[src/rtl/oamx_regs.svh]
// Purpose: constants for the or/move/literal/store instruction executor
// Assumes: 14-bit instruction words, 7-bit file addresses
// Notes: opcodes are compared against masked instruction bits
`ifndef OAMX_REGS_SVH
`define OAMX_REGS_SVH

`define OAMX_IW_W 14
`define OAMX_FA_W 7
// opcode field [13:8] of the byte-oriented group
`define OAMX_OP_OR_ACC_WITH_FILE 6'h04
`define OAMX_OP_MOVE_FILE_REG 6'h08
`define OAMX_OP_STORE_ACC_TO_FILE 6'h00
// load literal: top bits 11, then 00, then two don't-care bits
`define OAMX_LIT_MASK 14'h3C00
`define OAMX_LIT_CODE 14'h3000
// store: bits [13:7] equal 0000001
`define OAMX_STORE_MASK 14'h3F80
`define OAMX_STORE_CODE 14'h0080
`define OAMX_DEST_BIT 7
`define OAMX_ACC_RST 8'h00

`endif

[src/rtl/oamx_pkg.sv]
// Purpose: types for the instruction executor
// Assumes: nothing beyond the header
// Notes: phase codes are one-hot
`default_nettype none
package oamx_pkg;
  typedef enum logic [3:0] {
    OAMX_Q1 = 4'h1,
    OAMX_Q2 = 4'h2,
    OAMX_Q3 = 4'h4,
    OAMX_Q4 = 4'h8
  } oamx_phase_e;
  typedef enum logic [2:0] {
    OAMX_OP_NONE,
    OAMX_OP_IOR,
    OAMX_OP_MOVE_FILE,
    OAMX_OP_LOAD_LIT,
    OAMX_OP_STORE_ACC
  } oamx_op_e;
endpackage : oamx_pkg
`default_nettype wire

[src/rtl/oamx_exec.sv]
// Purpose: execute or-with-file, move-file, load-literal, store-acc
// Assumes: register file read is combinational on fr_addr_o
// Notes: one instruction per four clocks, phases q1..q4
`include "oamx_regs.svh"
`default_nettype none
// What this block does
// - or-with-file produces the bitwise or of accumulator and file register.
// - or-with-file writes the accumulator when d is 0, the file when d is 1.
// - move-file copies the file to the accumulator (d=0) or back to itself.
// - move-file updates the zero flag from the moved value, either dest.
// - load-literal (11 00xx) places the 8-bit literal in the accumulator.
// - the don't-care bits of load-literal never change how it decodes.
// - store-acc (00 0000 1fffffff) writes the accumulator to the file.
// - every instruction completes in four phases: decode, read, process, write
module oamx_exec (
  input wire logic mclk_i,
  input wire logic arst_n_i,
  input wire logic [13:0] iw_i,
  input wire logic [7:0] fr_rdata_i,
  output logic [6:0] fr_addr_o,
  output logic [7:0] fr_wdata_o,
  output logic fr_we_o,
  output logic [7:0] acc_o,
  output logic zero_o,
  output logic [3:0] phase_o,
  output logic iw_take_o
);
  // ****************************************
  // phase sequencer
  // ****************************************
  oamx_pkg::oamx_phase_e ph_r;
  oamx_pkg::oamx_phase_e ph_nxt;
  always_comb begin
    unique case (ph_r)
      oamx_pkg::OAMX_Q1: ph_nxt = oamx_pkg::OAMX_Q2;
      oamx_pkg::OAMX_Q2: ph_nxt = oamx_pkg::OAMX_Q3;
      oamx_pkg::OAMX_Q3: ph_nxt = oamx_pkg::OAMX_Q4;
      oamx_pkg::OAMX_Q4: ph_nxt = oamx_pkg::OAMX_Q1;
      default: ph_nxt = oamx_pkg::OAMX_Q1;
    endcase
  end
  always_ff @(posedge mclk_i or negedge arst_n_i) begin
    if (!arst_n_i) begin
      ph_r <= oamx_pkg::OAMX_Q1;
    end else begin
      ph_r <= ph_nxt;
    end
  end
  wire logic in_q1;
  wire logic in_q2;
  wire logic in_q3;
  wire logic in_q4;
  assign in_q1 = ph_r == oamx_pkg::OAMX_Q1;
  assign in_q2 = ph_r == oamx_pkg::OAMX_Q2;
  assign in_q3 = ph_r == oamx_pkg::OAMX_Q3;
  assign in_q4 = ph_r == oamx_pkg::OAMX_Q4;
  assign phase_o = ph_r;
  assign iw_take_o = in_q1;

  // ****************************************
  // q1: decode and latch the instruction
  // ****************************************
  oamx_pkg::oamx_op_e dec_op;
  logic dec_dest;
  logic [6:0] dec_fa;
  logic [7:0] dec_lit;
  oamx_decode u_dec (
    .iw_i(iw_i),
    .op_o(dec_op),
    .dest_file_o(dec_dest),
    .faddr_o(dec_fa),
    .literal_o(dec_lit)
  );
  oamx_pkg::oamx_op_e op_r;
  logic dest_r;
  logic [6:0] fa_r;
  logic [7:0] opnd_r;
  logic [7:0] res_r;
  logic [7:0] acc_r;
  logic zero_r;
  always_ff @(posedge mclk_i or negedge arst_n_i) begin
    if (!arst_n_i) begin
      op_r <= oamx_pkg::OAMX_OP_NONE;
      dest_r <= 1'b0;
      fa_r <= 7'h00;
      opnd_r <= 8'h00;
    end else if (in_q1) begin
      op_r <= dec_op;
      dest_r <= dec_dest;
      fa_r <= dec_fa;
      opnd_r <= dec_lit;
    end else if (in_q2 && op_r != oamx_pkg::OAMX_OP_LOAD_LIT) begin
      // q2 reads the operand: file register, or keep the literal
      opnd_r <= fr_rdata_i;
    end
  end

  // ****************************************
  // q3: process data
  // ****************************************
  wire logic [7:0] ior_val;
  wire logic [7:0] proc_val;
  assign ior_val = acc_r | opnd_r;
  // move-file and literal pass the operand; store passes acc, not its operand
  assign proc_val = (op_r == oamx_pkg::OAMX_OP_IOR) ? ior_val :
                    (op_r == oamx_pkg::OAMX_OP_STORE_ACC) ? acc_r : opnd_r;
  always_ff @(posedge mclk_i or negedge arst_n_i) begin
    if (!arst_n_i) begin
      res_r <= 8'h00;
    end else if (in_q3) begin
      res_r <= proc_val;
    end
  end

  // ****************************************
  // q4: write destination and flags
  // ****************************************
  wire logic op_or;
  wire logic op_mv;
  wire logic op_lit;
  wire logic op_st;
  assign op_or = op_r == oamx_pkg::OAMX_OP_IOR;
  assign op_mv = op_r == oamx_pkg::OAMX_OP_MOVE_FILE;
  assign op_lit = op_r == oamx_pkg::OAMX_OP_LOAD_LIT;
  assign op_st = op_r == oamx_pkg::OAMX_OP_STORE_ACC;
  wire logic to_acc;
  wire logic to_file;
  wire logic zero_upd;
  assign to_acc = in_q4 && (((op_or || op_mv) && !dest_r) || op_lit);
  assign to_file = in_q4 && (((op_or || op_mv) && dest_r) || op_st);
  // store and literal never touch zero
  assign zero_upd = in_q4 && (op_or || op_mv);
  always_ff @(posedge mclk_i or negedge arst_n_i) begin
    if (!arst_n_i) begin
      acc_r <= `OAMX_ACC_RST;
      zero_r <= 1'b0;
    end else begin
      if (to_acc) begin
        acc_r <= res_r;
      end
      if (zero_upd) begin
        zero_r <= res_r == 8'h00;
      end
    end
  end
  // file address held for the whole cycle so q2 read and q4 write agree
  assign fr_addr_o = fa_r;
  assign fr_wdata_o = res_r;
  assign fr_we_o = to_file;
  assign acc_o = acc_r;
  assign zero_o = zero_r;
endmodule // oamx_exec
`default_nettype wire

[src/rtl/oamx_decode.sv]
// Purpose: combinational decode of one instruction word
// Assumes: word is stable while decoded
// Notes: unknown words decode to none and change nothing
`include "oamx_regs.svh"
`default_nettype none
module oamx_decode (
  input wire logic [13:0] iw_i,
  output oamx_pkg::oamx_op_e op_o,
  output logic dest_file_o,
  output logic [6:0] faddr_o,
  output logic [7:0] literal_o
);
  wire logic [5:0] opfield;
  wire logic is_lit;
  wire logic is_store;
  wire logic is_ior;
  wire logic is_move_file_reg;
  assign opfield = iw_i[13:8];
  // don't-care bits are masked off, so any value decodes alike
  assign is_lit = (iw_i & `OAMX_LIT_MASK) == `OAMX_LIT_CODE;
  assign is_store = (iw_i & `OAMX_STORE_MASK) == `OAMX_STORE_CODE;
  assign is_ior = opfield == `OAMX_OP_OR_ACC_WITH_FILE;
  assign is_move_file_reg = opfield == `OAMX_OP_MOVE_FILE_REG;
  assign op_o = is_lit ? oamx_pkg::OAMX_OP_LOAD_LIT :
                is_store ? oamx_pkg::OAMX_OP_STORE_ACC :
                is_ior ? oamx_pkg::OAMX_OP_IOR :
                is_move_file_reg ? oamx_pkg::OAMX_OP_MOVE_FILE :
                oamx_pkg::OAMX_OP_NONE;
  assign dest_file_o = iw_i[`OAMX_DEST_BIT];
  assign faddr_o = iw_i[6:0];
  assign literal_o = iw_i[7:0];
endmodule // oamx_decode
`default_nettype wire

[config.mk]
export PLATFORM = sky130hd
export DESIGN_NAME = oamx_exec
export DESIGN_NICKNAME = d
export VERILOG_FILES = /design/src/rtl/oamx_pkg.sv /design/src/rtl/oamx_exec.sv /design/src/rtl/oamx_decode.sv
export VERILOG_INCLUDE_DIRS = /design/src /design/src/rtl
export SDC_FILE = /design/constraint.sdc
export NUM_CORES = 1
export LEC_CHECK = 0
export BUFFER_PORTS_ARGS = -buffer_cell sky130_fd_sc_hd__clkbuf_2
export CAP_MARGIN = 30
export CORE_ASPECT_RATIO = 0.75
export CORE_UTILIZATION = 45
export CTS_CLUSTER_DIAMETER = 150
export DETAILED_ROUTE_END_ITERATION = 16
export PLACE_DENSITY = 0.77
export SYNTH_ARGS = -nofsm -noshare
export SYNTH_HDL_FRONTEND = slang
export SYNTH_HIERARCHICAL = 1
export SYNTH_SLANG_ARGS = --single-unit
[constraint.sdc]
create_clock -name mclk_i -period 2.5 [get_ports mclk_i]
set_input_delay 0.25 -clock mclk_i [delete_from_list [all_inputs] [get_ports mclk_i]]
set_output_delay 0.25 -clock mclk_i [all_outputs]
set_load 0.02 [all_outputs]
* After elaboration in Yosys (flattened, before gate mapping) *
Index checks and enable logic that the tools add are counted.
Widths: inputs -> output; s select.

storage, ports and cells
  output and inout bits = 30
  register bits = 40
  input bits = 24
  logic and storage cells = 43

operators by class
  eq/ne operators = 13
  multiplexer cells = 9
  bitwise logic cells = 1
  reduce and logical (&&, ||, !) cells = 12

operator list
  cell                count
  $mux 8              4
  $pmux 4 s3          1
  $mux 3              3
  $eq 4x4->1 const B  2
  $logic_not 8->1     1
  $or 8x8->8          1
  $eq 7x1->1 const B  1
  $eq 3x2->1 const B  2
  $eq 6x3->1 const B  1
  $eq 6x4->1 const B  1
  $logic_and 1x1->1   6
  $eq 4x1->1 const B  1
  $eq 4x2->1 const B  1
  $eq 4x3->1 const B  1
  $eq 3x1->1 const B  1
  $eq 3x3->1 const B  1
  $logic_or 1x1->1    3
  $ne 3x2->1 const B  1
  $mux 2              1
  $reduce_bool 2->1   1
  $logic_not 1->1     1

* Logic depth before layout (Yosys ltp) *
Gate-level depths: netlist (run 1).

  depth in word-level cells = 5
  gate-level depth with buffers = 6

* Modules after synthesis *
Netlist (run 1), hierarchy kept.

modules (own cells, without submodules)
  module       area an instance (um^2)  instances  cells an instance
  oamx_exec    1739.2                   1          169
  oamx_decode  180.2                    1          23

* Worst setup path after synthesis (run 1) *
OpenSTA, ideal clock, no wires.

  path type = flip-flop to flip-flop
  from = register ph_r[1], in the netlist phase_o[1]
  to = register acc_r[0], in the netlist acc_o[0]
  path buffers = 0
  path slack = 0.568 ns
  cell stages (with the launch flop) = 4
  clock period less this slack = 1.932 ns
  arrival = 1.808 ns
  data required time = 2.375 ns
  cell sequence = dfrtp_1 -> or4b_1 -> a211oi_4 -> mux2_2

on the way
  cells in the longest elaborated chain, start to end = 2

RTL lines
  what                    line              source
  start, declared         oamx_exec.sv:31   oamx_pkg::oamx_phase_e ph_r;
  start signal, assigned  oamx_exec.sv:44   ph_r <= oamx_pkg::OAMX_Q1;
  start signal, assigned  oamx_exec.sv:46   ph_r <= ph_nxt;
  $eq 4x4->1              oamx_exec.sv:56   assign in_q4 = ph_r == oamx_pkg::OAMX_Q4;
  $logic_and 1x1->1       oamx_exec.sv:129  assign to_acc = in_q4 && (((op_or || op_mv) && !dest_r) || op_lit);
  end signal, assigned    oamx_exec.sv:135  acc_r <= `OAMX_ACC_RST;
  end signal, assigned    oamx_exec.sv:139  acc_r <= res_r;
  end, declared           oamx_exec.sv:79   logic [7:0] acc_r;

No other way between the ends.
A chain may end at the register's enable or synchronous reset.

* Final worst setup path (run 1) *
  from = register ph_r[0], in the netlist phase_o[0]
  to = output iw_take_o

on the way
  cells in the longest elaborated chain, start to end = 1

RTL lines
  what           line             source
  $eq 4x1->1     oamx_exec.sv:53  assign in_q1 = ph_r == oamx_pkg::OAMX_Q1;
  end, declared  oamx_exec.sv:26  output logic iw_take_o

No other way between the ends.

==> impl_metrics.env, run 1 <==
export IMPL_worstMarginPinSlew_ns=0.637
export IMPL_static_leakage_uw=0.00106
export IMPL_std_cell_rows=20
export IMPL_mean_instance_size_in_the_synthesized_netlist_um2=10.0
export IMPL_setup_tns_final_ns=0
export IMPL_crit_fanout=7
export IMPL_number_of_storage_elements_in_the_synthesis_netlist=40
export IMPL_cts_tree="done"
export IMPL_synth_lib_cells_used_distinct=35
export IMPL_synth_async_sr_flop_share_pct=100
export IMPL_max_cap_violations=0
export IMPL_synth_largest_area_cell="sky130_fd_sc_hd__dfrtp_1"
export IMPL_max_freq_ghz=0.458
export IMPL_clock_insertion_delay_worst_skew_ns=0.29
export IMPL_power_density_mw_per_mm2=615
export IMPL_synthesized_netlist_cell_count=192
export IMPL_antenna_cells=0
export IMPL_grt_start_max_net_pins=24
export IMPL_syn2layout_area_growth_pct=17.1
export IMPL_syn_num_nets=216
export IMPL_synthTopCellsByArea="sky130_fd_sc_hd__dfrtp_1, sky130_fd_sc_hd__nand2_1, sky130_fd_sc_hd__buf_4"
export IMPL_fin_hold_ws_ns=0.171
export IMPL_setup_worst_path_start_class="flip-flop"
export IMPL_routed_metal_1_wirelength_mm=2.05
export IMPL_die_height_um=58.6
export IMPL_post_cts_resize_count=0
export IMPL_clk_path_buf_depth=2
export IMPL_most_common_layout_cells="sky130_fd_sc_hd__clkbuf_2, sky130_fd_sc_hd__nand2_1, sky130_fd_sc_hd__dfrtp_1, sky130_fd_sc_hd__nor2_1"
export IMPL_start_util_pct=47.1
export IMPL_synth_yosys_warnings=6
export IMPL_ioPinCount=54
export IMPL_drt_pre_antenna_iters=4
export IMPL_clock_sink_count=40
export IMPL_period_needed_ns=2.18
export IMPL_wirelength_mm=4.19
export IMPL_status="completed"
export IMPL_final_common_cell="sky130_fd_sc_hd__clkbuf_2"
export IMPL_drive_gt1_share_pct=34.3
export IMPL_synth_enable_flop_cells=0
export IMPL_global_route_overflow_total=0
export IMPL_required_ns=2.25
export IMPL_highest_signal_layer="met4"
export IMPL_synth_largest_type_area_fraction_pct=50.8
export IMPL_ir_worst_vdd_mv=0.286
export IMPL_grt_pass1_wl_mm=7.13
export IMPL_chipWidth_um=77.4
export IMPL_netlist_area_before_placement_mm2=0.00192
export IMPL_worst_setup_path_type="flip-flop to output pin"
export IMPL_detailroute_wirelength_met3_um=257
export IMPL_setup_viol=0
export IMPL_cts_buffers_inserted=5
export IMPL_path_clk_slew_ns=0.07
export IMPL_endpoint_kind="output pin"
export IMPL_cts_htree_levels=2
export IMPL_via_per_inst=5.32
export IMPL_area_enclosed_by_the_die_boundary_mm2=0.00453
export IMPL_final_min_period_over_clock_period_pct=87.3
export IMPL_via_count=1531
export IMPL_dominantRegCellSynth="sky130_fd_sc_hd__dfrtp_1"
export IMPL_rsz0062_at_grt="no"
export IMPL_final_antenna_net_count=0
export IMPL_skew_ns=0.00263
export IMPL_core_area_mm2=0.00408
export IMPL_final_hold_viol_count=0
export IMPL_detailed_place_hpwl_mm=3.16
export IMPL_slew_headroom_pct=57.4
export IMPL_holdCritPathClass="primary input to flip-flop"
export IMPL_portion_of_the_post_synthesis_area_used_by_sequential_elements_pct=52.2
export IMPL_nNetsFinal=256
export IMPL_root_buffer="sky130_fd_sc_hd__clkbuf_8"
export IMPL_buffer_ports_inserted=53
export IMPL_antenna_found_initial=0
export IMPL_drt_wirelength_per_cell_um=14.6
export IMPL_place_congestion=0.807
export IMPL_grt_pass1_vias=1487
export IMPL_remaining_drc_errors=0
export IMPL_global_route_usage_total_pct=20.7
export IMPL_initialDrtViolationCount=121
export IMPL_detailroute_wirelength_met2_mm=1.84
export IMPL_timing_max_transition_violations_final=0
export IMPL_crit_arrival_ns=1.93
==> stage by stage <==
step                total power, µW  cell area [µm²]  worst slack [ns]  utilization [%]  std cells
floorplan                       876             1920             0.568                -        192
global placement                952             2120             0.562             52.0        278
detailed placement              962             2150             0.494             52.6        279
CTS                            1400             2250             0.305             55.1        288
global route                   1460             2250             0.235             55.1        288
finish                         1380             2250             0.317             55.1        288
==> worst paths after layout <==
kind	start	to	slack, ns	cells after the start
max	phase_o[0]$_DFF_PN1_	iw_take_o	0.32	3
min	iw_i[3]	fr_addr_o[3]$_DFFE_PN0P_	0.17	3
max reg2reg	phase_o[1]$_DFF_PN0_	acc_o[0]$_DFFE_PN0P_	0.48	3
min reg2reg	fr_addr_o[0]$_DFFE_PN0P_	fr_addr_o[0]$_DFFE_PN0P_	0.48	2
max in group asynchronous	arst_n_i	phase_o[0]$_DFF_PN1_	1.48	3
min in group asynchronous	arst_n_i	op_r[0]$_DFFE_PN0P_	0.46	2
==> final cells by class <==
type	instances	area, µm²
Timing Repair Buffer	60	340
Fill cell	386	1830
Clock buffer	8	90.1
Inverter	3	11.3
Multi-Input combinational cell	122	734
Tap cell	55	68.8
Sequential cell	40	1000
==> layer usage <==
metal | global-route usage (%) | vias up
met2 | 31.0 | 57
met3 | 6.05 | 6
met5 | 0 | -
met1 | 29.5 | 730
met4 | 5.66 | 0
li1 | - | 738
==> repair_timing <==
| action | CTS | global route |
|---|---|---|
| setup buffers | 0 | 0 |
| endpoints found under the setup margin | 0 | 0 |
| hold endpoints to repair | 17 | 0 |
| hold buffers | 1 | 0 |
==> sequential cells by signal (all words and copies together), names as in the netlist <==
register    cells
acc_o           8
dest_r          1
fr_addr_o       7
fr_wdata_o      8
op_r            3
opnd_r          8
phase_o         4
zero_o          1
==> where the power goes <==
| part | leakage (µW) | total (µW) | switching (µW) | internal (µW) |
|---|---|---|---|---|
| combinational | 0.000530 | 204 | 118 | 85.2 |
| clock | 0.0000455 | 434 | 209 | 225 |
| sequential | 0.000488 | 745 | 45.8 | 699 |
| total | 0.00106 | 1380 | 374 | 1010 |
==> critical path, stage by stage (launching register included) <==
cell,delay [ns]
sky130_fd_sc_hd__dfstp_2,0.58
sky130_fd_sc_hd__or4b_2,0.64
sky130_fd_sc_hd__inv_1,0.22
sky130_fd_sc_hd__clkbuf_2,0.21
==> logic make-up (layout without fill, tap and decap cells) <==
kind of cell	after synthesis	in the layout	synth area share (%)
xor+xnor	2	2	0.913
compound gates	33	33	12.6
mux	8	8	4.69
buf+inv	30	71	9.52
simple gates	79	79	20.0
flops	40	40	52.2
==> cell usage after synthesis (2+ instances only) <==
| library cell | number |
|---|---|
| sky130_fd_sc_hd__a21oi_1 | 8 |
| sky130_fd_sc_hd__a32oi_1 | 8 |
| sky130_fd_sc_hd__buf_2 | 2 |
| sky130_fd_sc_hd__buf_4 | 18 |
| sky130_fd_sc_hd__clkbuf_1 | 6 |
| sky130_fd_sc_hd__dfrtp_1 | 39 |
| sky130_fd_sc_hd__inv_1 | 2 |
| sky130_fd_sc_hd__mux2_2 | 8 |
| sky130_fd_sc_hd__nand2_1 | 47 |
| sky130_fd_sc_hd__nand2b_1 | 2 |
| sky130_fd_sc_hd__nand3_1 | 8 |
| sky130_fd_sc_hd__nor2_1 | 9 |
| sky130_fd_sc_hd__nor4_1 | 2 |
| sky130_fd_sc_hd__nor4b_2 | 2 |
| sky130_fd_sc_hd__o211ai_1 | 8 |
| sky130_fd_sc_hd__o21ai_0 | 4 |
(Power assumes the default switching activity.)
==> run 2, diff against run 1 <==
--- a/config.mk
+++ b/config.mk
@@ -6,13 +6,13 @@
 export SDC_FILE = /design/constraint.sdc
 export NUM_CORES = 1
 export LEC_CHECK = 0
-export BUFFER_PORTS_ARGS = -buffer_cell sky130_fd_sc_hd__clkbuf_2
 export CAP_MARGIN = 30
 export CORE_ASPECT_RATIO = 0.75
 export CORE_UTILIZATION = 45
 export CTS_CLUSTER_DIAMETER = 150
 export DETAILED_ROUTE_END_ITERATION = 16
-export PLACE_DENSITY = 0.77
+export DONT_BUFFER_PORTS = 1
+export PLACE_DENSITY = 0.67
 export SYNTH_ARGS = -nofsm -noshare
 export SYNTH_HDL_FRONTEND = slang
 export SYNTH_HIERARCHICAL = 1
==> run 2 against run 1 <==
Against the previous run:
- die area unchanged
- sequential power increased by 8.1%
- fmax decreased by 1.5%
- clock power increased by 18%
- power increased by 1.6%
- sequential cell count unchanged
- non-clock buffer count decreased by 54
- routed wire length decreased by 0.95%
- critical path depth unchanged
- hold slack got worse by 0.11 ns
- clock skew increased by 0.0028 ns
- global-route usage decreased by 1.3 points
- critical endpoint unchanged
==> impl_metrics.env, run 2 (synthesized netlist as in run 1, its figures left out) <==
export IMPL_routed_metal_1_wirelength_mm=1.71
export IMPL_std_cell_rows=20
export IMPL_post_cts_resize_count=0
export IMPL_setup_tns_final_ns=0
export IMPL_grt_pass1_vias=1368
export IMPL_final_min_period_over_clock_period_pct=88.7
export IMPL_highest_signal_layer="met4"
export IMPL_holdCritPathClass="primary input to flip-flop"
export IMPL_drt_pre_antenna_iters=4
export IMPL_detailed_place_hpwl_mm=2.98
export IMPL_max_freq_ghz=0.451
export IMPL_crit_fanout=22
export IMPL_place_congestion=0.792
export IMPL_cts_htree_levels=2
export IMPL_clock_insertion_delay_worst_skew_ns=0.29
export IMPL_via_count=1329
export IMPL_skew_ns=0.00544
export IMPL_crit_slowest_cell="sky130_fd_sc_hd__dfstp_2"
export IMPL_slowest_delay_ns=0.63
export IMPL_initialDrtViolationCount=66
export IMPL_buffer_ports_inserted=0
export IMPL_worst_setup_path_type="flip-flop to output pin"
export IMPL_cts_tree="done"
export IMPL_path_cells="or4b_2 > inv_1 > buf_4"
export IMPL_most_common_layout_cells="sky130_fd_sc_hd__nand2_1, sky130_fd_sc_hd__dfrtp_1, sky130_fd_sc_hd__nor2_1"
export IMPL_remaining_drc_errors=0
export IMPL_crit_arrival_ns=1.97
export IMPL_timing_max_transition_violations_final=0
export IMPL_final_antenna_net_count=0
export IMPL_rsz0062_at_grt="no"
export IMPL_final_hold_viol_count=0
export IMPL_global_route_usage_total_pct=19.4
export IMPL_period_needed_ns=2.22
export IMPL_path_clk_slew_ns=0.08
export IMPL_chipWidth_um=77.4
export IMPL_via_per_inst=5.68
export IMPL_final_common_cell="sky130_fd_sc_hd__nand2_1"
export IMPL_static_leakage_uw=0.000842
export IMPL_slew_headroom_pct=54.4
export IMPL_clock_sink_count=40
export IMPL_antenna_found_initial=0
export IMPL_worstMarginPinSlew_ns=0.681
export IMPL_global_route_overflow_total=0
export IMPL_fillers=364
export IMPL_wirelength_mm=4.15
export IMPL_drt_wirelength_per_cell_um=17.7
export IMPL_ir_worst_vdd_mv=0.347
export IMPL_core_area_mm2=0.00408
export IMPL_cts_buffers_inserted=5
export IMPL_status="completed"
export IMPL_detailroute_wirelength_met2_mm=2.09
export IMPL_area_enclosed_by_the_die_boundary_mm2=0.00453
export IMPL_final_cell_area_mm2=0.00199
export IMPL_die_height_um=58.6
export IMPL_syn2layout_area_growth_pct=3.72
export IMPL_setup_worst_path_start_class="flip-flop"
export IMPL_antenna_cells=0
export IMPL_root_buffer="sky130_fd_sc_hd__clkbuf_8"
export IMPL_setup_viol=0
export IMPL_nNetsFinal=202
export IMPL_grt_start_max_net_pins=41
export IMPL_drive_gt1_share_pct=15.6
export IMPL_max_cap_violations=0
export IMPL_fin_util_pct=48.8
export IMPL_ioPinCount=54
export IMPL_detailroute_wirelength_met3_um=293
export IMPL_endpoint_kind="output pin"
export IMPL_clk_path_buf_depth=2
export IMPL_start_util_pct=47.1
export IMPL_required_ns=2.25
export IMPL_place_area_mm2=0.00185
export IMPL_grt_pass1_wl_mm=6.61
export IMPL_power_density_mw_per_mm2=706
## run 2: cell types whose count changed in the layout (fill, tap and decap cells not counted), sizes merged
cell | before | now
clkbuf | 61 | 6
buf | 6 | 5
bufinv | 0 | 1
clkinv | 1 | 2
## run 2: area by class of cell
cell class	instances	area (µm²)	area share, %
inverter	3	11.3	0.566
multi-input combinational	122	741	37.2
clock inverter	2	35.0	1.76
timing repair buffer	6	60.1	3.02
sequential	40	1000	50.3
tap	55	68.8	3.46
clock buffer	6	72.6	3.65
## run 2: final timing paths
kind	slack, ns	startpoint	to	depth (start not counted)
max in group asynchronous	1.79	arst_n_i	phase_o[0]$_DFF_PN1_	2
min in group asynchronous	0.46	arst_n_i	fr_wdata_o[4]$_DFFE_PN0P_	2
worst min register to register	0.57	opnd_r[1]$_DFFE_PN0P_	opnd_r[1]$_DFFE_PN0P_	2
worst max register to register	0.39	phase_o[1]$_DFF_PN0_	acc_o[7]$_DFFE_PN0P_	3
worst max-delay path	0.28	phase_o[0]$_DFF_PN1_	iw_take_o	3
worst min-delay path	0.06	iw_i[3]	fr_addr_o[3]$_DFFE_PN0P_	2
## run 2: metal layers
metal / up-vias / track usage [%]
met4: 0 / 6.47
met3: 7 / 7.60
met1: 671 / 22.9
met2: 32 / 32.9
li1: 619 / -
met5: - / 0
## run 2: power breakdown
group | switching, µW | total, µW | leakage, µW | internal (µW)
sequential | 107 | 805 | 0.000488 | 698
combinational | 42.6 | 86.9 | 0.000299 | 44.3
clock | 217 | 513 | 0.0000552 | 296
total | 366 | 1400 | 0.000842 | 1040
## run 2: what timing repair did
item	in CTS	in global routing
hold buffers	2	0
hold endpoints to repair	40	0
setup buffers	0	0
## run 2: worst max-delay path, delay by kind of cell (launching register included)
family / cells / cell delay [ns]
buffers and inverters: 2 / 0.40
DFF: 1 / 0.63
and+or+nand+nor: 1 / 0.63
## run 2: per-stage QoR
step / total power (µW) / std cells / worst slack [ns] / hold WS (ns)
floorplan: 876 / 192 / 0.568 / -0.0456
global placement: 879 / 224 / 0.460 / -0.0449
detailed placement: 888 / 224 / 0.418 / -0.0450
CTS: 1420 / 234 / 0.268 / 0.0561
global route: 1460 / 234 / 0.195 / 0.0585
finish: 1400 / 234 / 0.283 / 0.0636
==> run 3, diff against run 2 <==
--- a/config.mk
+++ b/config.mk
@@ -7,9 +7,9 @@
 export NUM_CORES = 1
 export LEC_CHECK = 0
 export CAP_MARGIN = 30
-export CORE_ASPECT_RATIO = 0.75
 export CORE_UTILIZATION = 45
 export CTS_CLUSTER_DIAMETER = 150
+export CTS_CLUSTER_SIZE = 40
 export DETAILED_ROUTE_END_ITERATION = 16
 export DONT_BUFFER_PORTS = 1
 export PLACE_DENSITY = 0.67
==> run 3 against run 2 <==
Against the previous run:
- hold slack lost 0.0093 ns
- critical path depth stayed put
- design area rose by 0.63%
- critical endpoint unchanged
==> impl_metrics.env, run 3 (synthesized netlist as in run 1, its figures left out) <==
export IMPL_nNetsFinal=202
export IMPL_global_route_overflow_total=0
export IMPL_rsz0062_at_grt="no"
export IMPL_syn2layout_area_growth_pct=4.37
export IMPL_setup_worst_path_start_class="flip-flop"
export IMPL_grtUsageMet2_pct=31.8
export IMPL_cts_htree_levels=2
export IMPL_worst_path_dominant_cell_family="flip-flops"
export IMPL_global_route_met3_usage_pct=7.43
export IMPL_global_route_usage_total_pct=19.4
export IMPL_max_cap_violations=0
export IMPL_timing_rr_start="phase_o[1]$_DFF_PN0_"
export IMPL_drt_pre_antenna_iters=4
export IMPL_gr_max_usage_layer="met2"
export IMPL_root_buffer="sky130_fd_sc_hd__clkbuf_8"
export IMPL_ioPinCount=54
export IMPL_detailed_place_hpwl_mm=2.85
export IMPL_antenna_found_initial=0
export IMPL_clock_insertion_delay_worst_skew_ns=0.30
export IMPL_max_freq_ghz=0.444
export IMPL_path_clk_slew_ns=0.07
export IMPL_status="completed"
export IMPL_depth_of_the_most_critical_reg_to_reg_path=3
export IMPL_setup_viol=0
export IMPL_min_delay_src="iw_i[4]"
export IMPL_via_count=1318
export IMPL_place_congestion=0.735
export IMPL_regToRegSetupSlack_ns=0.38
export IMPL_final_antenna_net_count=0
export IMPL_fin_util_pct=49.4
export IMPL_final_common_cell="sky130_fd_sc_hd__nand2_1"
export IMPL_period_needed_ns=2.25
export IMPL_crit_fanout=20
export IMPL_path_cells="or4b_2 > inv_1 > buf_4"
export IMPL_tot_pwr_uw=1460
export IMPL_skew_ns=0.00283
export IMPL_cts_buffers_inserted=5
export IMPL_clk_path_buf_depth=2
export IMPL_std_cell_rows=23
export IMPL_drive_gt1_share_pct=16.2
export IMPL_power_density_mw_per_mm2=730
export IMPL_wirelength_mm=3.99
export IMPL_slowest_delay_ns=0.64
export IMPL_sequential_cell_area_mm2=0.00100
export IMPL_worst_setup_path_type="flip-flop to output pin"
export IMPL_timing_max_transition_violations_final=0
export IMPL_crit_slowest_cell="sky130_fd_sc_hd__dfstp_2"
export IMPL_buffer_ports_inserted=0
export IMPL_start_util_pct=47.3
export IMPL_slew_headroom_pct=59.6
export IMPL_worstReg2RegEnd="acc_o[3]$_DFFE_PN0P_"
export IMPL_grt_pass1_wl_mm=6.31
export IMPL_fin_hold_ws_ns=0.0543
export IMPL_antenna_cells=0
export IMPL_required_ns=2.25
export IMPL_post_cts_resize_count=0
export IMPL_remaining_drc_errors=0
export IMPL_final_min_period_over_clock_period_pct=90.0
export IMPL_layoutNonFillerInstCount=229
export IMPL_fillers=366
export IMPL_most_common_layout_cells="sky130_fd_sc_hd__nand2_1, sky130_fd_sc_hd__dfrtp_1, sky130_fd_sc_hd__nor2_1"
export IMPL_grt_pass1_vias=1373
export IMPL_worstMarginPinSlew_ns=0.604
export IMPL_final_hold_viol_count=0
export IMPL_ir_worst_vdd_mv=0.255
export IMPL_dpl_cell_count=219
export IMPL_initialDrtViolationCount=102
export IMPL_min_to="fr_addr_o[4]$_DFFE_PN0P_"
export IMPL_cp_buffers_inverters=2
export IMPL_endpoint_kind="output pin"
export IMPL_crit_arrival_ns=2.00
export IMPL_grt_use_met1_pct=22.9
export IMPL_hold_depth=2
export IMPL_via_per_inst=5.76
export IMPL_grt_start_max_net_pins=41
export IMPL_core_area_mm2=0.00406
export IMPL_area_enclosed_by_the_die_boundary_mm2=0.00453
export IMPL_drt_wirelength_per_cell_um=17.4
export IMPL_cts_tree="done"
export IMPL_holdCritPathClass="primary input to flip-flop"
export IMPL_multi_input_comb_area_um2=741
export IMPL_die_height_um=67.3
export IMPL_chipWidth_um=67.3
export IMPL_setup_tns_final_ns=0
export IMPL_clock_sink_count=40
export IMPL_static_leakage_uw=0.000852
## run 3: changes by cell type in the layout (fill, tap and decap cells not counted), sizes merged
cell    previous run  this run
clkinv             2         1
clkbuf             6         7
## run 3: layout make-up
class | instances | share of cell area, %
repair buffers | 6 | 3.00
flip-flops and latches | 40 | 50.0
inverters | 3 | 0.562
well taps | 50 | 3.12
multi-input cells | 122 | 37.0
clock buffers | 7 | 4.81
clock inverters | 1 | 1.50
## run 3: worst max path at each step
stage                               from              endpoint  slack (ns)  cells past startpoint
floorplan           phase_o[1]$_DFF_PN0_  acc_o[0]$_DFFE_PN0P_        0.57                      3
global placement    phase_o[1]$_DFF_PN0_  acc_o[2]$_DFFE_PN0P_        0.45                      3
detailed placement  phase_o[1]$_DFF_PN0_  acc_o[3]$_DFFE_PN0P_        0.35                      3
CTS                 phase_o[0]$_DFF_PN1_             iw_take_o        0.23                      3
global route        phase_o[0]$_DFF_PN1_             iw_take_o        0.12                      3
finish              phase_o[0]$_DFF_PN1_             iw_take_o        0.25                      3
## run 3: stage by stage
step | area (µm²) | worst slack [ns]
2_1_floorplan | 1920 | 0.568
3_3_place_gp | 1850 | 0.452
3_5_place_dp | 1850 | 0.352
4_1_cts | 2000 | 0.235
5_1_grt | 2000 | 0.124
6_report | 2000 | 0.250
## run 3: timing repair
item                       4_1_cts  5_1_grt
setup endpoints to repair        0        0
setup buffers                    0        0
hold buffers                     2        0
hold endpoints to repair        40        0
## run 3: power by group
group | leakage (µW) | internal [µW] | switching [µW] | total, µW
logic | 0.000299 | 44.2 | 40.3 | 84.6
clock network | 0.0000645 | 352 | 223 | 575
registers | 0.000488 | 698 | 105 | 803
total | 0.000852 | 1090 | 368 | 1460
## run 3: layer usage
layer / wire (µm) / vias to the layer above
li1: - / 621
met1: 1720 / 644
met2: 1940 / 46
met3: 270 / 7
met4: 57 / 0
met5: 0 / -
## run 3: worst register-to-register path, stage by stage, from the launching register on
cell	delay, ns
sky130_fd_sc_hd__dfrtp_1	0.49
sky130_fd_sc_hd__or4b_1	0.67
sky130_fd_sc_hd__a211oi_4	0.45
sky130_fd_sc_hd__mux2_2	0.40
